$ cat config.mk
export PLATFORM = sky130hd
export DESIGN_NAME = ffs_top
export DESIGN_NICKNAME = d
export VERILOG_FILES = /design/src/ffs_pkg.sv /design/src/ffs_top.sv /design/src/ffs_fault_sort.sv
export VERILOG_INCLUDE_DIRS = /design/src
export SDC_FILE = /design/constraint.sdc
export NUM_CORES = 1
export LEC_CHECK = 0
export BUFFER_PORTS_ARGS = -buffer_cell sky130_fd_sc_hd__buf_2
export CAP_MARGIN = 10
export CORE_UTILIZATION = 45
export CTS_BUF_LIST = sky130_fd_sc_hd__clkbuf_8
export DETAILED_ROUTE_END_ITERATION = 12
export PLACE_DENSITY = 0.78
export SYNTH_ARGS = -nofsm -noshare
export SYNTH_HDL_FRONTEND = slang
export SYNTH_SLANG_ARGS = --single-unit
$ cat constraint.sdc
create_clock -name aclk -period 2.7 [get_ports aclk]
set_input_delay 0.81 -clock aclk [delete_from_list [all_inputs] [get_ports aclk]]
set_output_delay 0.81 -clock aclk [all_outputs]
set_load 0.05 [all_outputs]
$ cat src/ffs_map.svh
`ifndef FFS_MAP_SVH
`define FFS_MAP_SVH

// Register word indices; byte address is four times the index
`define FFS_IDX_CFG 14'h3024
`define FFS_IDX_CSTAT 14'h3026
`define FFS_IDX_ESTAT 14'h3027
`define FFS_IDX_IRQ_STAT 14'h3030
`define FFS_IDX_IRQ_MASK 14'h3031

// Command status register fields
`define FFS_BIT_CPL 7
`define FFS_BIT_BUSY 3
`define FFS_BIT_RSVD 2
`define FFS_CPL_MSB 1
`define FFS_CPL_DFAULT 2'h2

// Error status register fields
`define FFS_BIT_DF 1
`define FFS_BIT_SF 0

// Configuration register fields
`define FFS_BIT_SFIE 0
`define FFS_BIT_IGN_SF 4

// Interrupt status / mask layout
`define FFS_IRQ_SF 0
`define FFS_IRQ_DF 1
`define FFS_IRQ_CMD 2
`define FFS_IRQ_W 3

// Reset values
`define FFS_RST_CFG 8'h00
`define FFS_RST_IRQ_MASK 3'h0
`define FFS_RST_CPL 2'h0

// Bus responses
`define FFS_RESP_OKAY 2'h0
`define FFS_RESP_SLVERR 2'h2

`endif

$ cat src/ffs_pkg.sv
`default_nettype none

package ffs_pkg;

  typedef enum logic [2:0] {
    CS_INIT = 3'b001,
    CS_IDLE = 3'b010,
    CS_RUN = 3'b100
  } ffs_cmd_e;

  typedef logic [7:0] ffs_byte_t;

  typedef struct packed {
    logic strobe;
    logic single;
    logic double_f;
    logic collide;
    ffs_byte_t data;
    logic [2:0] flip_idx;
  } ffs_rd_s;

  typedef struct packed {
    logic done;
    logic [1:0] err;
  } ffs_cmd_done_s;

  typedef struct packed {
    ffs_cmd_e cmd;
    logic cpl_flag;
    logic [1:0] cpl_stat;
    logic sf;
    logic df;
    logic sfie;
    logic ign_sf;
    logic [2:0] irq_stat;
    logic [2:0] irq_mask;
    logic irq;
    logic launch;
    ffs_byte_t rd_data;
    logic rd_valid;
    logic awready;
    logic wready;
    logic aw_held;
    logic w_held;
    logic aw_hit_ok;
    logic [13:0] aw_idx;
    ffs_byte_t wdata;
    logic wlane;
    logic bvalid;
    logic [1:0] bresp;
    logic arready;
    logic rvalid;
    logic [31:0] rdata;
    logic [1:0] rresp;
  } ffs_state_s;

endpackage

`default_nettype wire

$ cat src/ffs_top.sv
// Operation
// - Busy flag at bit 3 of command status mirrors controller activity.
// - Busy reads 1 while a command or the reset sequence runs (complete flag 0), else 0.
// - Reserved status bits read zero and ignore writes.
// - Completion status bits set on errors during commands or reset sequence.
// - After reset, completion status shows any reset-sequence double fault.
// - Double-fault flag, error status bit 1, set on double-bit read fault.
// - Read colliding with a running command sets both fault flags.
// - Writing 1 clears double-fault flag; writing 0 leaves it.
// - A genuine parity fault sets single or double flag, never both.
// - Fault flags are stored one cycle after the detecting read.
// - With ignore bit clear, single-bit fault sets flag at bit 0.
// - Single-bit faults are corrected in returned data, whether or not the ignore bit lets the flag set.
// - Writing 1 clears single-fault flag; writing 0 has no effect.
// - Single-fault interrupt enable requests interrupt while flag is set.
// - Writing 1 to complete flag launches command; low until completion.
//
// Chosen here: the AXI4-Lite slave port.
`timescale 1ns/1ps
`default_nettype none
`include "ffs_map.svh"

module ffs_top
  import ffs_pkg::*;
#(
  parameter int ADDR_W = 16
) (
  input wire logic aclk,
  input wire logic aresetn,
  input wire logic [ADDR_W-1:0] s_axi_awaddr,
  input wire logic [2:0] s_axi_awprot,
  input wire logic s_axi_awvalid,
  output logic s_axi_awready,
  input wire logic [31:0] s_axi_wdata,
  input wire logic [3:0] s_axi_wstrb,
  input wire logic s_axi_wvalid,
  output logic s_axi_wready,
  output logic [1:0] s_axi_bresp,
  output logic s_axi_bvalid,
  input wire logic s_axi_bready,
  input wire logic [ADDR_W-1:0] s_axi_araddr,
  input wire logic [2:0] s_axi_arprot,
  input wire logic s_axi_arvalid,
  output logic s_axi_arready,
  output logic [31:0] s_axi_rdata,
  output logic [1:0] s_axi_rresp,
  output logic s_axi_rvalid,
  input wire logic s_axi_rready,
  input wire logic init_done,
  input wire logic init_dfault,
  input wire ffs_cmd_done_s cmd_done,
  output logic cmd_launch,
  input wire ffs_rd_s rd,
  output ffs_byte_t rd_data_out,
  output logic rd_data_valid,
  output logic irq
);

  if (ADDR_W < 16) begin : g_addr_check
    $error("ADDR_W must be at least 16 to reach the register indices");
  end

  // Held as a typed constant so single bits can be selected from it
  localparam logic [7:0] RST_CFG = `FFS_RST_CFG;

  ffs_state_s s_reg;
  ffs_state_s s_next;

  logic set_sf;
  logic set_df;
  ffs_byte_t data_fixed;
  logic ctrl_busy_flag;
  logic wr_go;
  logic wen;
  logic wr_hit;
  logic ar_take;
  logic ar_hit;
  logic [13:0] ar_idx;
  logic ar_hi_ok;
  logic aw_hi_ok;
  logic wr_cstat;
  logic wr_estat;
  logic wr_cfg;
  logic wr_istat;
  logic wr_imask;
  logic clr_sf;
  logic clr_df;
  logic cmd_go;
  logic [2:0] irq_ev;
  logic [31:0] rd_word;

  ffs_fault_sort ffs_fault_sort_i (
    .rd(rd),
    .ignore_single_fault(s_reg.ign_sf),
    .set_sf(set_sf),
    .set_df(set_df),
    .data_fixed(data_fixed)
  );

  // Busy is the controller state itself, so it can never disagree with the complete flag
  assign ctrl_busy_flag = (s_reg.cmd != CS_IDLE);

  if (ADDR_W > 16) begin : g_hi
    assign aw_hi_ok = (s_axi_awaddr[ADDR_W-1:16] == '0);
    assign ar_hi_ok = (s_axi_araddr[ADDR_W-1:16] == '0);
  end else begin : g_nohi
    assign aw_hi_ok = 1'b1;
    assign ar_hi_ok = 1'b1;
  end

  assign ar_idx = s_axi_araddr[15:2];
  assign ar_take = s_axi_arvalid & s_reg.arready;
  assign ar_hit = ar_hi_ok & ((ar_idx == `FFS_IDX_CFG) | (ar_idx == `FFS_IDX_CSTAT)
                  | (ar_idx == `FFS_IDX_ESTAT) | (ar_idx == `FFS_IDX_IRQ_STAT)
                  | (ar_idx == `FFS_IDX_IRQ_MASK));

  assign wr_go = s_reg.aw_held & s_reg.w_held & ~s_reg.bvalid;
  assign wr_hit = s_reg.aw_hit_ok & ((s_reg.aw_idx == `FFS_IDX_CFG)
                  | (s_reg.aw_idx == `FFS_IDX_CSTAT) | (s_reg.aw_idx == `FFS_IDX_ESTAT)
                  | (s_reg.aw_idx == `FFS_IDX_IRQ_STAT) | (s_reg.aw_idx == `FFS_IDX_IRQ_MASK));
  // Registers are 8 bits wide, so only byte lane 0 carries a write
  assign wen = wr_go & wr_hit & s_reg.wlane;
  assign wr_cfg = wen & (s_reg.aw_idx == `FFS_IDX_CFG);
  assign wr_cstat = wen & (s_reg.aw_idx == `FFS_IDX_CSTAT);
  assign wr_estat = wen & (s_reg.aw_idx == `FFS_IDX_ESTAT);
  assign wr_istat = wen & (s_reg.aw_idx == `FFS_IDX_IRQ_STAT);
  assign wr_imask = wen & (s_reg.aw_idx == `FFS_IDX_IRQ_MASK);
  assign clr_sf = wr_estat & s_reg.wdata[`FFS_BIT_SF];
  assign clr_df = wr_estat & s_reg.wdata[`FFS_BIT_DF];
  assign cmd_go = wr_cstat & s_reg.wdata[`FFS_BIT_CPL] & (s_reg.cmd == CS_IDLE);

  assign irq_ev[`FFS_IRQ_SF] = set_sf;
  assign irq_ev[`FFS_IRQ_DF] = set_df;
  assign irq_ev[`FFS_IRQ_CMD] = (s_reg.cmd == CS_RUN) & cmd_done.done;

  always_comb begin
    rd_word = 32'h0000_0000;
    unique case (ar_idx)
      `FFS_IDX_CFG: begin
        rd_word[`FFS_BIT_SFIE] = s_reg.sfie;
        rd_word[`FFS_BIT_IGN_SF] = s_reg.ign_sf;
      end
      `FFS_IDX_CSTAT: begin
        // Bit 2 and the unimplemented bits stay zero
        rd_word[`FFS_BIT_CPL] = s_reg.cpl_flag;
        rd_word[`FFS_BIT_BUSY] = ctrl_busy_flag;
        rd_word[`FFS_CPL_MSB:0] = s_reg.cpl_stat;
      end
      `FFS_IDX_ESTAT: begin
        rd_word[`FFS_BIT_DF] = s_reg.df;
        rd_word[`FFS_BIT_SF] = s_reg.sf;
      end
      `FFS_IDX_IRQ_STAT: rd_word[`FFS_IRQ_W-1:0] = s_reg.irq_stat;
      `FFS_IDX_IRQ_MASK: rd_word[`FFS_IRQ_W-1:0] = s_reg.irq_mask;
      default: rd_word = 32'h0000_0000;
    endcase
    if (!ar_hi_ok) begin
      rd_word = 32'h0000_0000;
    end
  end

  always_comb begin
    s_next = s_reg;
    s_next.launch = 1'b0;
    s_next.rd_valid = rd.strobe;
    s_next.rd_data = rd.strobe ? data_fixed : s_reg.rd_data;

    unique case (s_reg.cmd)
      CS_INIT: begin
        if (init_done) begin
          s_next.cmd = CS_IDLE;
          s_next.cpl_flag = 1'b1;
          if (init_dfault) begin
            s_next.cpl_stat = s_reg.cpl_stat | `FFS_CPL_DFAULT;
          end
        end
      end
      CS_IDLE: begin
        if (cmd_go) begin
          s_next.cmd = CS_RUN;
          s_next.cpl_flag = 1'b0;
          s_next.cpl_stat = 2'h0;
          s_next.launch = 1'b1;
        end
      end
      CS_RUN: begin
        if (cmd_done.done) begin
          s_next.cmd = CS_IDLE;
          s_next.cpl_flag = 1'b1;
          s_next.cpl_stat = cmd_done.err;
        end
      end
    endcase

    // Hardware set beats a software clear in the same cycle
    s_next.sf = (s_reg.sf & ~clr_sf) | set_sf;
    s_next.df = (s_reg.df & ~clr_df) | set_df;

    if (wr_cfg) begin
      s_next.sfie = s_reg.wdata[`FFS_BIT_SFIE];
      s_next.ign_sf = s_reg.wdata[`FFS_BIT_IGN_SF];
    end
    if (wr_imask) begin
      s_next.irq_mask = s_reg.wdata[`FFS_IRQ_W-1:0];
    end
    s_next.irq_stat = (s_reg.irq_stat & ~(wr_istat ? s_reg.wdata[`FFS_IRQ_W-1:0] : 3'h0))
                      | irq_ev;
    s_next.irq = (|(s_next.irq_stat & s_next.irq_mask))
                 | (s_next.sfie & s_next.sf);

    if (s_axi_awvalid && s_reg.awready) begin
      s_next.aw_held = 1'b1;
      s_next.awready = 1'b0;
      s_next.aw_idx = s_axi_awaddr[15:2];
      s_next.aw_hit_ok = aw_hi_ok;
    end
    if (s_axi_wvalid && s_reg.wready) begin
      s_next.w_held = 1'b1;
      s_next.wready = 1'b0;
      s_next.wdata = s_axi_wdata[7:0];
      s_next.wlane = s_axi_wstrb[0];
    end
    if (wr_go) begin
      s_next.aw_held = 1'b0;
      s_next.w_held = 1'b0;
      s_next.bvalid = 1'b1;
      s_next.bresp = wr_hit ? `FFS_RESP_OKAY : `FFS_RESP_SLVERR;
    end
    if (s_reg.bvalid && s_axi_bready) begin
      s_next.bvalid = 1'b0;
      s_next.awready = 1'b1;
      s_next.wready = 1'b1;
    end

    if (ar_take) begin
      s_next.arready = 1'b0;
      s_next.rvalid = 1'b1;
      s_next.rdata = rd_word;
      s_next.rresp = ar_hit ? `FFS_RESP_OKAY : `FFS_RESP_SLVERR;
    end
    if (s_reg.rvalid && s_axi_rready) begin
      s_next.rvalid = 1'b0;
      s_next.arready = 1'b1;
    end
  end

  always_ff @(posedge aclk) begin
    if (!aresetn) begin
      s_reg <= '0;
      s_reg.cmd <= CS_INIT;
      s_reg.cpl_stat <= `FFS_RST_CPL;
      s_reg.sfie <= RST_CFG[`FFS_BIT_SFIE];
      s_reg.ign_sf <= RST_CFG[`FFS_BIT_IGN_SF];
      s_reg.irq_mask <= `FFS_RST_IRQ_MASK;
      s_reg.awready <= 1'b1;
      s_reg.wready <= 1'b1;
      s_reg.arready <= 1'b1;
    end else begin
      s_reg <= s_next;
    end
  end

  assign s_axi_awready = s_reg.awready;
  assign s_axi_wready = s_reg.wready;
  assign s_axi_bvalid = s_reg.bvalid;
  assign s_axi_bresp = s_reg.bresp;
  assign s_axi_arready = s_reg.arready;
  assign s_axi_rvalid = s_reg.rvalid;
  assign s_axi_rdata = s_reg.rdata;
  assign s_axi_rresp = s_reg.rresp;
  assign cmd_launch = s_reg.launch;
  assign rd_data_out = s_reg.rd_data;
  assign rd_data_valid = s_reg.rd_valid;
  assign irq = s_reg.irq;
endmodule

`default_nettype wire

$ cat src/ffs_fault_sort.sv
`timescale 1ns/1ps
`default_nettype none

module ffs_fault_sort
  import ffs_pkg::*;
(
  input wire ffs_rd_s rd,
  input wire logic ignore_single_fault,
  output logic set_sf,
  output logic set_df,
  output ffs_byte_t data_fixed
);

  logic parity_single;
  logic parity_double;

  // Double outranks single so a parity fault is never reported as both
  assign parity_double = rd.strobe & rd.double_f & ~rd.collide;
  assign parity_single = rd.strobe & rd.single & ~rd.double_f & ~rd.collide;

  assign set_df = parity_double | (rd.strobe & rd.collide);
  assign set_sf = (parity_single & ~ignore_single_fault) | (rd.strobe & rd.collide);

  // Correction happens regardless of whether the flag is recorded
  assign data_fixed = parity_single ? (rd.data ^ (8'h01 << rd.flip_idx)) : rd.data;

endmodule

`default_nettype wire

# Word level (Yosys, flattened, before mapping)
# Cells that the tools add are included.
[op_classes]
addsub = 0
mul = 0
div = 0
magnitude_cmp = 0
n_eq_ne = 18
n_shift = 1
muxes = 18
n_bitwise = 52
reduce_logical = 12
[op_table]
columns = ["operator", "count"]
rows = [
  ["$eq A14 B14 Y1 const B", 10],
  ["$and A1 B1 Y1", 26],
  ["$mux W6", 3],
  ["$pmux W6 S3", 1],
  ["$or A1 B1 Y1", 13],
  ["$mux W2", 4],
  ["$mux W8", 1],
  ["$ne A2 B2 Y1 const B", 4],
  ["$not A1 Y1", 8],
  ["$shl A1 B3 Y8 const A", 1],
  ["$xor A8 B8 Y8", 1],
  ["$and A3 B3 Y3", 2],
  ["$mux W3", 2],
  ["$reduce_and A3 Y1", 2],
  ["$reduce_or A2 Y1", 3],
  ["$pmux W1 S5", 1],
  ["$logic_and A1 B1 Y1", 4],
  ["$mux W1", 4],
  ["$pmux W1 S4", 1],
  ["$reduce_and A4 Y1", 1],
  ["$eq A3 B1 Y1 const B", 1],
  ["$eq A3 B2 Y1 const B", 1],
  ["$eq A3 B3 Y1 const B", 1],
  ["$ne A3 B2 Y1 const B", 1],
  ["5 further kinds", 5],
]
[word_totals]
ff_bits = 68
latchBits = 0
mem_bits_rw = 0
romBits = 0
inputBits = 101
wordCells = 129
mem_count = 0

# Depth between registers and ports, before layout
[depth]
word_depth = 16
depth_mapped = 5

# Cells and area by module
# Synthesis repeated with hierarchy kept, for this count alone.
[hier_totals]
cells_unflattened = 375
area_unflattened_um2 = 3199.3
[modules_own_cells]
columns = ["mod", "instances", "cells_each", "area_each_um2", "seq_area_each_um2"]
rows = [
  ["ffs_top", 1, 351, 2965.3, 1241.2],
  ["ffs_fault_sort", 1, 24, 234.0, 0.0],
]

# Worst setup path after synthesis
# Ideal clock, no wire load.
[synth_path]
path_type = "input-to-reg"
startpoint = "input port s_axi_araddr[9]"
endpoint = "register s_reg, in the netlist s_axi_rdata[0]"
setup_time_ns = 0.070
arrival_time_ns = 2.329
path_slack_ns = 0.301
stages = 5
path_cell_list = "or4b_1 -> nor4_1 -> a221oi_1 -> a21o_1 -> a21oi_1"
[synth_via]
elab_chain_len = 2
word_cells_on_any_way = 6
cone_classes = "eq/ne (5); mux (1)"
[synth_lines]
columns = ["item", "line", "text"]
rows = [
  ["start: declaration", "ffs_top.sv:41", "input wire logic [ADDR_W-1:0] s_axi_araddr,"],
  ["$eq A14 B14 Y1", "ffs_top.sv:138", "unique case (ar_idx)"],
  ["$pmux W1 S5 *", "ffs_top.sv:138", ""],
  ["end signal: assignment", "ffs_top.sv:259", "s_reg <= s_next;"],
  ["end: declaration", "ffs_top.sv:66", "ffs_state_s s_reg;"],
]
# Every way passes the cells marked *; elsewhere a longest branch is shown, timed or not.
# A chain may end at the register's enable or synchronous reset.

# Worst setup path after layout
[layout_path]
startpoint = "register s_reg[51] (netlist name)"
endpoint = "register s_reg, in the netlist irq"
[layout_via]
elab_chain_len = 16
word_cells_on_any_way = 30
cone_classes = "eq/ne (5); mux (3); bitwise (21); reduce/logical (1)"
[layout_lines]
columns = ["item", "line", "text"]
rows = [
  ["$eq A14 B14 Y1 (no line)", "n/a", ""],
  ["$or A1 B1 Y1 (4 in a row)", "ffs_top.sv:118", "assign wr_hit = s_reg.aw_hit_ok & ((s_reg.aw_idx == `FFS_IDX_CFG)"],
  ["$and A1 B1 Y1", "ffs_top.sv:118", ""],
  ["$and A1 B1 Y1 (2 in a row)", "ffs_top.sv:122", "assign wen = wr_go & wr_hit & s_reg.wlane;"],
  ["$and A1 B1 Y1", "ffs_top.sv:126", "assign wr_istat = wen & (s_reg.aw_idx == `FFS_IDX_IRQ_STAT);"],
  ["$mux W3", "ffs_top.sv:206", "s_next.irq_stat = (s_reg.irq_stat & ~(wr_istat ? s_reg.wdata[`FFS_IRQ_W-1:0] : 3'h0))"],
  ["$not A3 Y3", "ffs_top.sv:206", ""],
  ["$and A3 B3 Y3", "ffs_top.sv:206", ""],
  ["$or A3 B3 Y3", "ffs_top.sv:206", ""],
  ["$and A3 B3 Y3", "ffs_top.sv:208", "s_next.irq = (|(s_next.irq_stat & s_next.irq_mask))"],
  ["$reduce_or A3 Y1", "ffs_top.sv:208", ""],
  ["$or A1 B1 Y1 *", "ffs_top.sv:209", "| (s_next.sfie & s_next.sf);"],
]
# Marks and branches as above.

==> impl_metrics.csv <==
group,metric,value,unit
outcome,status,"finished, final reports clean",
sta,max_freq,0.420,GHz
global_route,antenna_found_initial,0,
clock_tree,cts.path.max_buffers,2,
sta,slew_violations,0,
cells_and_area,largest_reg_flops,38,
route,wl_per_cell,12.6,µm
worst_setup_path,cp_max_fo,4,
sta,holdWs,0.452,ns
cells_and_area,antenna_cells,0,
yosys,synth_edf_count,0,
yosys,synth_compound_area_frac,0.176,
yosys,ys_ff_latch,62,
route,met1_length,3060,µm
worst_setup_path,critPathBufInv,0,
global_route,grt_first_pass_wirelength,11000,µm
route,vias,2716,
yosys,async_flop_share,0,
pwr,p_total,2210,µW
worst_setup_path,reg2regPathDepth,5,
die,start_util,0.464,
die,fp.dieW,85.5,µm
yosys,synth_cell_types,58,
yosys,synthFlopType,"dfxtp_1",
clock_tree,cts_root_buffer,"clkbuf_8",
worst_setup_path,crit_type,"flip-flop to flip-flop",
cells_and_area,final_cell_mix,"buf_2, dfxtp_1, nand2_1, a21oi_1, conb_1",
yosys,seq_area_frac_synth,0.396,
route,firstDrtPassIters,5,
cells_and_area,nets,548,
min_path,min_path_cells,2,
route,first_iter_violations,152,
min_path,hold_class,"flip-flop to flip-flop",
clock_tree,tritoncts,"yes",
clock_tree,postCtsSetupBuffers,0,
pwr,irDropWorstVdd,0.304,mV
worst_setup_path,startpoint_type,"flip-flop",
yosys,synth_top_family_by_area,"simple AND/OR/NAND/NOR gates",
yosys,synthXorXnorAreaFrac,0.0196,
die,ios,153,
global_route,overflow,0,
pwr,p_leak,0.00154,µW
cells_and_area,nFillCells,649,
clock_tree,hold_buffers,0,
worst_setup_path,cp.depth,5,
yosys,synthMuxAreaShare,0.0176,
worst_setup_path,critical_path.max_stage_delay,0.58,ns
flow_run,drv_cap,0,
worst_setup_path,critPathArrivalTime,2.60,ns
pwr,p_per_area,612,mW/mm²
die,die_y,85.5,µm
cells_and_area,final_cell_area,0.00361,mm²
worst_setup_path,crit_chain,"or4b_4 > or4_4 > o41ai_2 > a22oi_1 > o41a_1",
route,route.met3.wl,330,µm
clock_tree,clk_latency,0.33,ns
clock_tree,h-tree-depth,3,
placed_design,io_buffers,84,
sta,hold_viol_final,0,
yosys,synth_warnings,0,
global_route,first_global_vias,2400,
yosys,syn-cell-area,0.00313,mm²
clock_tree,clk_pin_slew_worst_paths,0.07,ns
yosys,synth_cells,379,
global_route,grt_start_max_net_pins,46,
sta,fin_setup_tns,0,ns
global_route,grt_use_total,0.190,
sta,skew,0.00801,ns
sta,setup_viol,0,
placed_design,hpwl,5010,µm
cells_and_area,area_growth,15.3,%
cells_and_area,ff_latch_area,0.00124,mm²
die,core-area,0.00676,mm²
worst_setup_path,critPathCaptureType,"flip-flop",
sta,period_needed,2.38,ns
clock_tree,cts_buffers,9,
route,postRouteAntennaNets,0,
worst_setup_path,critPathSlowestCell,"or4_4",
yosys,syn_area_per_cell,8.27,µm²
die,dieArea,0.00730,mm²
route,drc,0,
route,via_per_inst,5.11,
cells_and_area,layout_commonest_cell,"buf_2",
clock_tree,cts_resized,0,
cells_and_area,multi_input_area,0.00157,mm²
cells_and_area,final_util,0.535,
placed_design,gp_congestion,0.844,
cells_and_area,drive_gt1_frac,0.259,
yosys,synthAdderAreaFrac,0,
worst_setup_path,crit_family,"simple AND/OR/NAND/NOR gates",
sta,min_period_over_period,0.882,
route,met2_length,3190,µm
clock_tree,numClockSinks,62,
sta,relSlewSlack,0.651,
sta,max_slew.worst_pin.slew,0.519,ns
yosys,synthSimpleGateAreaFrac,0.253,
route,routed.top_layer,"met4",
worst_setup_path,critPathRequiredTime,2.92,ns
route,drt-total-wl,6710,µm
placed_design,placed_area,0.00341,mm²
die,rows,30,
sta,rsz0062_at_grt,"false",
[final timing paths]
kind	startpoint	endpoint	slack, ns
max	s_reg[51]	irq	0.32
min reg2reg	s_axi_rdata[4]	s_axi_rdata[4]	0.45
min	s_axi_rdata[4]	s_axi_rdata[4]	0.45
max reg2reg	s_reg[51]	irq	0.32
[cell usage after synthesis (3+ instances only)]
master	number	share of area
inv_1	11	0.013
a22oi_1	5	0.012
a211oi_1	9	0.022
xnor2_1	3	0.0084
buf_1	3	0.0036
nand3_1	18	0.029
mux2_2	3	0.011
xor2_1	4	0.011
or3_1	3	0.0060
or4b_1	3	0.0096
nor3b_1	6	0.014
nor2b_1	4	0.0080
dfxtp_1	62	0.40
o31ai_1	3	0.0072
o21ai_0	8	0.013
nand3b_1	4	0.0096
nand2b_1	3	0.0060
a21oi_1	45	0.072
buf_4	44	0.11
clkbuf_1	10	0.012
o21ai_1	7	0.011
and2_1	4	0.0080
nor4_1	5	0.010
nand2_1	50	0.060
nor2_1	23	0.028
nor3_1	4	0.0064
[report_power, final]
| part | internal, µW | switching, µW |
|---|---|---|
| clock | 468 | 344 |
| sequential | 967 | 44.1 |
| combinational | 114 | 277 |
[worst min-delay path, cell delays in order (launching register included)]
cell,delay (ns)
dfxtp_1,0.31
nand2_1,0.05
a21oi_1,0.05
[stage by stage]
| stage | worst slack (ns) | instances |
|---|---|---|
| 3_3_place_gp | 0.273 | 516 |
| 4_1_cts | 0.318 | 532 |
| 3_5_place_dp | 0.269 | 516 |
| 6_report | 0.317 | 532 |
| 5_1_grt | 0.210 | 532 |
| 2_1_floorplan | 0.301 | 406 |
[layout make-up]
class | count | area share
sequential | 62 | 0.343
inverter | 11 | 0.0114
multi-input combinational | 275 | 0.434
tap | 80 | 0.0277
timing repair buffer | 88 | 0.128
clock buffer | 11 | 0.0419
clock inverter | 5 | 0.0135
[routing by layer]
layer	vias up	global-route usage
li1	1400	-
met1	1218	0.237
met2	85	0.309
met3	13	0.0545
met4	0	0.0788
met5	-	0
[kinds of logic after synthesis]
group           after synthesis
simple gates                146
compound gates               89
buf+inv                      69
flops                        62
xor+xnor                      7
mux                           5
other cells                   1
Note: power is estimated with default switching activity, not from simulation.
